<file path="src/hdl/dvc_pkg.sv">
// Constants and carriers for the dynamic voltage control front end
package dvc_pkg;
    localparam int CODE_W = 7;
    localparam int SEL_W = 2;
    // Clock period in picoseconds (125 MHz)
    localparam int CLK_PERIOD_PS = 8000;
    // Least hold time of a code step
    localparam int DEBOUNCE_NS = 100;
    localparam int DEBOUNCE_CYC = (DEBOUNCE_NS * 1000 + CLK_PERIOD_PS - 1) / CLK_PERIOD_PS;
    localparam int DBC_W = 5;
    // Switching tick
    localparam int SW_FREQ_KHZ = 1000;
    localparam int SW_PERIOD_CYC = (1000000000 / CLK_PERIOD_PS) / SW_FREQ_KHZ;
    localparam int SWC_W = 8;
    // Code range and power-up targets
    localparam logic [CODE_W-1:0] CODE_MAX_V = 7'h0C;
    localparam logic [CODE_W-1:0] CODE_MIN_V = 7'h60;
    localparam logic [CODE_W-1:0] CORE_BOOT_CODE = 7'h20;
    localparam logic [CODE_W-1:0] GFX_BOOT_CODE = 7'h30;
    // Load sense threshold count for pulse-skip entry
    localparam int LIGHT_LOAD_CYC = 4;
    localparam int LLC_W = 3;

    typedef enum logic [1:0] {
        SEL_INVALID = 2'b00,
        SEL_CORE = 2'b01,
        SEL_GRAPHIC = 2'b10,
        SEL_RESERVED = 2'b11
    } vid_target_select_e;

    typedef enum logic [0:0] {
        MODE_SYNC = 1'b0,
        MODE_SKIP = 1'b1
    } rail_mode_e;

    typedef struct packed {
        logic [CODE_W-1:0] dac_code;
        logic mode_skip;
        logic sw_tick;
    } rail_ctrl_s;
endpackage

</file>
<file path="src/hdl/dvc_vid_decoder.sv">
// Dynamic voltage control front end for the core and graphic rails
`timescale 1ns/10ps
module dvc_vid_decoder
    import dvc_pkg::*;
(
    input wire logic mclk, // System clock, 125 MHz
    input wire logic rst_n, // Asynchronous reset, active low
    input wire logic [CODE_W-1:0] voltage_id_code, // Code pins
    input wire logic [SEL_W-1:0] vid_target_select, // Target select pins
    input wire logic core_light_load, // Core light-load sense
    input wire logic graphic_light_load, // Graphic light-load sense
    output logic [CODE_W-1:0] core_dac_code, // Core DAC setting
    output logic [CODE_W-1:0] graphic_dac_code, // Graphic DAC setting
    output logic core_pulse_skip_operation, // Core in pulse skip
    output logic graphic_pulse_skip_operation, // Graphic in pulse skip
    output logic core_sw_tick, // Core switching pulse
    output logic graphic_sw_tick // Graphic switching pulse
);
    localparam int IN_W = CODE_W + SEL_W + 2;
    // Field positions in the synchronised pin word
    localparam int GFX_LL_BIT = 0;
    localparam int CORE_LL_BIT = GFX_LL_BIT + 1;
    localparam int SEL_LSB = CORE_LL_BIT + 1;
    localparam int CODE_LSB = SEL_LSB + SEL_W;

    // ==========================================================
    // Input synchronisers
    // ==========================================================
    logic [IN_W-1:0] pin_word;
    logic [IN_W-1:0] meta_q;
    logic [IN_W-1:0] sync_q;

    assign pin_word = {voltage_id_code, vid_target_select, core_light_load, graphic_light_load};

    // Pins are asynchronous to mclk: two flops before any logic
    always_ff @(posedge mclk or negedge rst_n) begin
        if (!rst_n) begin
            meta_q <= '0;
            sync_q <= '0;
        end else begin
            meta_q <= pin_word;
            sync_q <= meta_q;
        end
    end

    // Unpack the synchronised word
    logic [CODE_W-1:0] code_s;
    logic [SEL_W-1:0] sel_s;
    logic core_ll_s;
    logic gfx_ll_s;

    assign code_s = sync_q[CODE_LSB +: CODE_W];
    assign sel_s = sync_q[SEL_LSB +: SEL_W];
    assign core_ll_s = sync_q[CORE_LL_BIT];
    assign gfx_ll_s = sync_q[GFX_LL_BIT];

    // ==========================================================
    // Change detection
    // ==========================================================
    logic [CODE_W-1:0] last_code_q;
    logic [CODE_W-1:0] last_code_d;
    logic [SEL_W-1:0] last_sel_q;
    logic [SEL_W-1:0] last_sel_d;
    logic code_moved;
    logic sel_moved;
    logic pins_moved;

    // Compared with the previous synchronised sample
    always_comb begin
        last_code_d = code_s;
        last_sel_d = sel_s;
        code_moved = (code_s != last_code_q);
        sel_moved = (sel_s != last_sel_q);
        // Any move of code or select restarts the hold
        pins_moved = code_moved | sel_moved;
    end

    always_ff @(posedge mclk or negedge rst_n) begin
        if (!rst_n) begin
            last_code_q <= '0;
            last_sel_q <= '0;
        end else begin
            last_code_q <= last_code_d;
            last_sel_q <= last_sel_d;
        end
    end

    // ==========================================================
    // Debounce
    // ==========================================================
    logic [DBC_W-1:0] dbc_q;
    logic [DBC_W-1:0] dbc_d;
    logic done_q;
    logic done_d;
    logic settled;

    // Counts synchronised cycles with the same code and select
    always_comb begin
        dbc_d = dbc_q;
        done_d = done_q;
        settled = 1'b0;
        // The cycle of the move counts as the first stable one
        if (pins_moved) begin
            dbc_d = DBC_W'(1);
            done_d = 1'b0;
        end else if (!done_q) begin
            if (dbc_q == DBC_W'(DEBOUNCE_CYC - 1)) begin
                done_d = 1'b1;
                settled = 1'b1;
            end else begin
                dbc_d = dbc_q + DBC_W'(1);
            end
        end
    end

    // Reset treats the all-zero pins as already taken
    always_ff @(posedge mclk or negedge rst_n) begin
        if (!rst_n) begin
            dbc_q <= '0;
            done_q <= 1'b1;
        end else begin
            dbc_q <= dbc_d;
            done_q <= done_d;
        end
    end

    // ==========================================================
    // Target select decode
    // ==========================================================
    vid_target_select_e sel_e;
    logic core_load;
    logic gfx_load;

    assign sel_e = vid_target_select_e'(sel_s);

    // Only a settled word reaches a rail
    always_comb begin
        core_load = 1'b0;
        gfx_load = 1'b0;
        unique case (sel_e)
            SEL_CORE: core_load = settled;
            SEL_GRAPHIC: gfx_load = settled;
            SEL_INVALID, SEL_RESERVED: ;
        endcase
    end

    // ==========================================================
    // Switching tick, 1 MHz
    // ==========================================================
    // One divider serves both rails in the same phase
    logic [SWC_W-1:0] swc_q;
    logic [SWC_W-1:0] swc_d;
    logic tick;

    always_comb begin
        tick = (swc_q == SWC_W'(SW_PERIOD_CYC - 1));
        swc_d = tick ? '0 : swc_q + SWC_W'(1);
    end

    always_ff @(posedge mclk or negedge rst_n) begin
        if (!rst_n) begin
            swc_q <= '0;
        end else begin
            swc_q <= swc_d;
        end
    end

    // ==========================================================
    // Rails
    // ==========================================================
    // Each rail keeps its own target register
    rail_ctrl_s core_ctrl;
    rail_ctrl_s gfx_ctrl;

    dvc_rail #(.BOOT_CODE(CORE_BOOT_CODE)) u_core (
        .mclk(mclk),
        .rst_n(rst_n),
        .load(core_load),
        .code(code_s),
        .light_load(core_ll_s),
        .tick(tick),
        .ctrl(core_ctrl)
    );

    dvc_rail #(.BOOT_CODE(GFX_BOOT_CODE)) u_graphic (
        .mclk(mclk),
        .rst_n(rst_n),
        .load(gfx_load),
        .code(code_s),
        .light_load(gfx_ll_s),
        .tick(tick),
        .ctrl(gfx_ctrl)
    );

    // ==========================================================
    // Outputs
    // ==========================================================
    // Clamped code drives DAC, higher code lower volts
    assign core_dac_code = core_ctrl.dac_code;
    assign graphic_dac_code = gfx_ctrl.dac_code;
    assign core_pulse_skip_operation = core_ctrl.mode_skip;
    assign graphic_pulse_skip_operation = gfx_ctrl.mode_skip;
    assign core_sw_tick = core_ctrl.sw_tick;
    assign graphic_sw_tick = gfx_ctrl.sw_tick;
endmodule

</file>
<file path="src/hdl/dvc_rail.sv">
// One converter rail: target register, automatic mode and switching tick
`timescale 1ns/10ps
module dvc_rail
    import dvc_pkg::*;
#(
    parameter logic [CODE_W-1:0] BOOT_CODE = CORE_BOOT_CODE
) (
    input wire logic mclk, // System clock
    input wire logic rst_n, // Asynchronous reset, active low
    input wire logic load, // Load debounced code
    input wire logic [CODE_W-1:0] code, // Debounced code
    input wire logic light_load, // Load sense, synchronised
    input wire logic tick, // Shared 1 MHz tick
    output rail_ctrl_s ctrl // Registered controls
);
    logic [CODE_W-1:0] target_q, target_d;
    logic [LLC_W-1:0] light_cnt_q, light_cnt_d;
    logic skip_q, skip_d;
    logic tick_q, tick_d;

    always_comb begin
        target_d = target_q;
        if (load) begin
            if (code < CODE_MAX_V) begin
                target_d = CODE_MAX_V;
            end else if (code > CODE_MIN_V) begin
                target_d = CODE_MIN_V;
            end else begin
                target_d = code;
            end
        end
        light_cnt_d = light_cnt_q;
        skip_d = skip_q;
        if (!light_load) begin
            light_cnt_d = '0;
            skip_d = MODE_SYNC;
        end else if (tick) begin
            if (light_cnt_q == LLC_W'(LIGHT_LOAD_CYC - 1)) begin
                skip_d = MODE_SKIP;
            end else begin
                light_cnt_d = light_cnt_q + LLC_W'(1);
            end
        end
        tick_d = tick & ~skip_q;
    end

    always_ff @(posedge mclk or negedge rst_n) begin
        if (!rst_n) begin
            target_q <= BOOT_CODE;
            light_cnt_q <= '0;
            skip_q <= MODE_SYNC;
            tick_q <= 1'b0;
        end else begin
            target_q <= target_d;
            light_cnt_q <= light_cnt_d;
            skip_q <= skip_d;
            tick_q <= tick_d;
        end
    end

    // Bit 0 is LSB to DAC
    assign ctrl = '{dac_code: target_q, mode_skip: skip_q, sw_tick: tick_q};
endmodule

</file>
<file path="config.mk">
export PLATFORM = sky130hd
export DESIGN_NAME = dvc_vid_decoder
export DESIGN_NICKNAME = d
export VERILOG_FILES = /design/src/hdl/dvc_pkg.sv /design/src/hdl/dvc_vid_decoder.sv /design/src/hdl/dvc_rail.sv
export SDC_FILE = /design/constraint.sdc
export NUM_CORES = 1
export LEC_CHECK = 0
export BUFFER_PORTS_ARGS = -buffer_cell sky130_fd_sc_hd__buf_2
export CORE_ASPECT_RATIO = 0.5
export CORE_MARGIN = 5
export CORE_UTILIZATION = 45
export CTS_CLUSTER_DIAMETER = 40
export DETAILED_ROUTE_END_ITERATION = 7
export GPL_ROUTABILITY_DRIVEN = 0
export GPL_TIMING_DRIVEN = 0
export HOLD_SLACK_MARGIN = 0.05
export PLACE_DENSITY = 0.61
export REMOVE_ABC_BUFFERS = 1
export SETUP_SLACK_MARGIN = 0.4
export SLEW_MARGIN = 20
export SYNTH_ARGS = -nofsm -noshare
export SYNTH_HDL_FRONTEND = slang
export SYNTH_SLANG_ARGS = --single-unit
</file>
<file path="constraint.sdc">
create_clock -name mclk -period 5.44 [get_ports mclk]
set_input_delay 0.544 -clock mclk [delete_from_list [all_inputs] [get_ports mclk]]
set_output_delay 0.544 -clock mclk [all_outputs]
set_load 0.02 [all_outputs]
</file>
==> summary.md <==
| Metric | Value |
|---|---|
| Outcome | complete, no violations |
| Hold WC Path Type | input port to asynchronous set/reset pin |
| CTS Sinks | 69 |
| Final setup vio count | 0 |
| Initial DRC Count | 67 |
| Tmin final | between 2 and 2.5 ns |
| Met1 wire length | between 2000 and 2500 µm |
| Worst-path clk slew | 0.05 ns |
| Root Buffer | clkbuf_16 |
| Avg WL per Cell | approximately 14 µm |
| Max-slew violation count | 0 |
| Vias in the first global route | 1,654 |
| Antenna violations before repair | 0 |
| Drt drc | 0 |
| Post-CTS Setup Inserts | 0 |
| CP arrival | between 2 and 2.5 ns |
| Num rows | 19 |
| Total core area | 0.00566 mm² |
| Syn avg cell area | 13.3 µm² |
| Largest family of logic cells by synthesized area | simple AND/OR/NAND/NOR gates |
| Drt via density | 4.95 |
| Fin crit share | 41.7% |
| Worst VDD drop | 189 µV |
| Grt total ovfl | 0 |
| Clock latency on the worst-skew pair | 0.32 ns |
| Final Hold Fails | 0 |
| Top sig layer | met4 |
| Share of layout cells above drive strength 1 | 26.3% |
| PD cells | roughly 360 mW/mm² |
| Pin count of the biggest net entering global routing | 41 |
| Critical-path maximum fanout | 7 |
| GRT Total Usage | between 10% and 20% |
| Synth Register Bits | 69 |
| Met2 wire len | 2120 µm |
| Most instantiated cells after synthesis | 65 x dfrtp_1, 20 x nor2_1, 15 x inv_1 |
| Mapped Area | 0.00271 mm² |
| Routed Antenna Nets | 0 |
| Ys Warns | 0 |
| Max Root-Sink Buffers | 2 |
| Unrepaired setup endpoints after global routing | false |
| Post-synth top area cell | dfrtp_1 |
| DIE HEIGHT | 64.8 µm |
| Max Clk Rate | 441 MHz |
| DR vias | 1,583 |
| Async S/R FF share, synth | 100% |
| Hpwl dp | 3060 µm |
| Worst Tran Pin Value | 0.671 ns |
| First-pass GRT wire length | between 7000 and 8000 µm |
| Starting Density | 47.8% |
| Setup TNS | 0 ns |
| Yosys top cell area share | between 60% and 70% |
| Post-synth EDFFs | 0 |
| Leakage power | 0.00159 µW |
| Post-Synth XOR/XNOR Area | 5.50% |
| DRT Pass-1 Iters | 5 |
| Die area | 0.00776 mm² |
| PostCTS Resize Cnt | 0 |
| Area grow syn2layout | 20.9% |
| Ports | 31 |
| Main synth FF type | dfrtp_1 |
| Reg2reg path depth | 6 |
| ANT cells | 0 |
| Simple-Gate Fraction of Synth Area | 13.4% |
| Sequential share of the synthesized area | 64.0% |
| Count leader, synth | dfrtp_1 |
| TritonCTS buffer count | 9 |
| Synth Area in Adders | 3.70% |
| Max-cap violations | 0 |
| WL met3 | 213 µm |
| Mapped Cells | 204 |
| Port Buffers | 30 |
| Critical setup path kind | flip-flop to flip-flop |
| Hold slack | approximately 0.14 ns |
| CP Data Required Time | 5.64 ns |
| Clock skew | 0.00462 ns |
| CTS tree | built |
| Placed Cells | roughly 300 |
| Finished Layout Cells | between 300 and 400 |
| Synth Area in Compound Gates | 3.61% |
| H-tree lvl count | 3 |
| Type of origin of the critical path | flip-flop |
| Worst slew margin | 54.9% |
| Ranking of synthesized cells by area | dfrtp_1 60%, mux2_2 4.6%, dfstp_2 3.9% |
| CP Capture Type | flip-flop |
| Yosys cell types | 36 |
| Width of the die | approximately 120 µm |
| Post-synthesis mux area share | 6.80% |
| Nets@finish | between 200 and 300 |
| Cts hold-fix bufs | 0 |
| Routed Wire Length | 4390 µm |
==> report_power, final <==
part / switching (µW) / leakage [µW] / internal [µW]
Clock: 202 / 0.000158 / 412
Sequential: 7.25 / 0.000858 / 526
Combinational: 20.8 / 0.000570 / 12.2
==> kinds of logic after synthesis <==
group / count (synthesis)
adders and majority gates: 8
and+or+nand+nor: 59
xor gates and xnor gates: 17
muxes: 17
AOI/OAI and AO/OA: 15
buffers and inverters: 19
DFF: 69
==> metrics by stage <==
stage               util [%]  area (µm²)  power, µW  worst slack [ns]
floorplan                  -        2680        555              3.48
global placement        51.7        2920        573              3.21
detailed placement      52.1        2950        576              3.17
CTS                     57.8        3270       1200              3.16
global route            57.8        3270       1230              3.04
finish                  57.8        3270       1180              3.17
==> final cells by class <==
| cell class | count | area [µm²] |
|---|---|---|
| fill | 457 | 2390 |
| sequential | 69 | 1730 |
| multi-input combinational | 116 | 893 |
| clock buffer | 10 | 239 |
| timing repair buffer | 31 | 173 |
| tap | 73 | 91.3 |
| clock inverter | 6 | 86.3 |
| inverter | 15 | 56.3 |
==> critical path, cell delays in order (launching register included) <==
cell	delay [ns]
dfrtp_1	0.41
inv_1	0.07
ha_1	0.13
and4b_1	0.34
nand4b_4	0.17
nor4_4	0.61
mux2_2	0.42
==> flip-flops by register name, indices dropped and copies added, names as in the netlist <==
| signal | count |
|---|---|
| u_graphic.tick_q | 1 |
| meta_q | 11 |
| swc_q | 8 |
| last_code_q | 7 |
| u_core.skip_q | 1 |
| u_core.tick_q | 1 |
| u_core.target_q | 7 |
| sync_q | 11 |
| done_q | 1 |
| u_graphic.skip_q | 1 |
| last_sel_q | 2 |
| dbc_q | 5 |
| u_graphic.light_cnt_q | 3 |
| u_graphic.target_q | 7 |
| u_core.light_cnt_q | 3 |
==> routing by layer <==
| metal | vias up | global-route usage, % |
|---|---|---|
| met4 | 0 | 5.14 |
| met3 | 5 | 6.08 |
| li1 | 771 | - |
| met5 | - | 0 |
| met2 | 23 | 21.4 |
| met1 | 784 | 16.0 |
==> layout by cell type, fill, tap and decap left out, types with 2 or more instances in the layout <==
cell / count
a21oi_1: 5
inv_1: 15
nor3b_1: 2
nor3_1: 2
and4b_1: 2
buf_2: 29
nand2_1: 10
clkbuf_16: 9
mux2i_1: 6
nor4bb_1: 2
a311oi_1: 2
nand3_1: 4
dfrtp_1: 65
nor2_1: 20
o21ai_0: 2
xor2_1: 5
ha_1: 8
xnor2_1: 12
mux2_2: 11
nor4_4: 2
nand2b_1: 3
nand4_1: 4
bufinv_16: 2
clkinv_2: 2
a21o_1: 3
dfstp_2: 4
==> final timing paths <==
path	from	endpoint	slack, ns
max	dbc_q[0]	u_graphic.target_q[2]	3.17
min	rst_n	swc_q[0]	0.14
max reg2reg	dbc_q[0]	u_graphic.target_q[2]	3.17
min reg2reg	meta_q[1]	sync_q[1]	0.35
max in group asynchronous	rst_n	u_graphic.target_q[4]	4.70
min in group mclk	voltage_id_code[6]	meta_q[10]	0.32
Note: power is estimated with default switching activity, not from simulation.
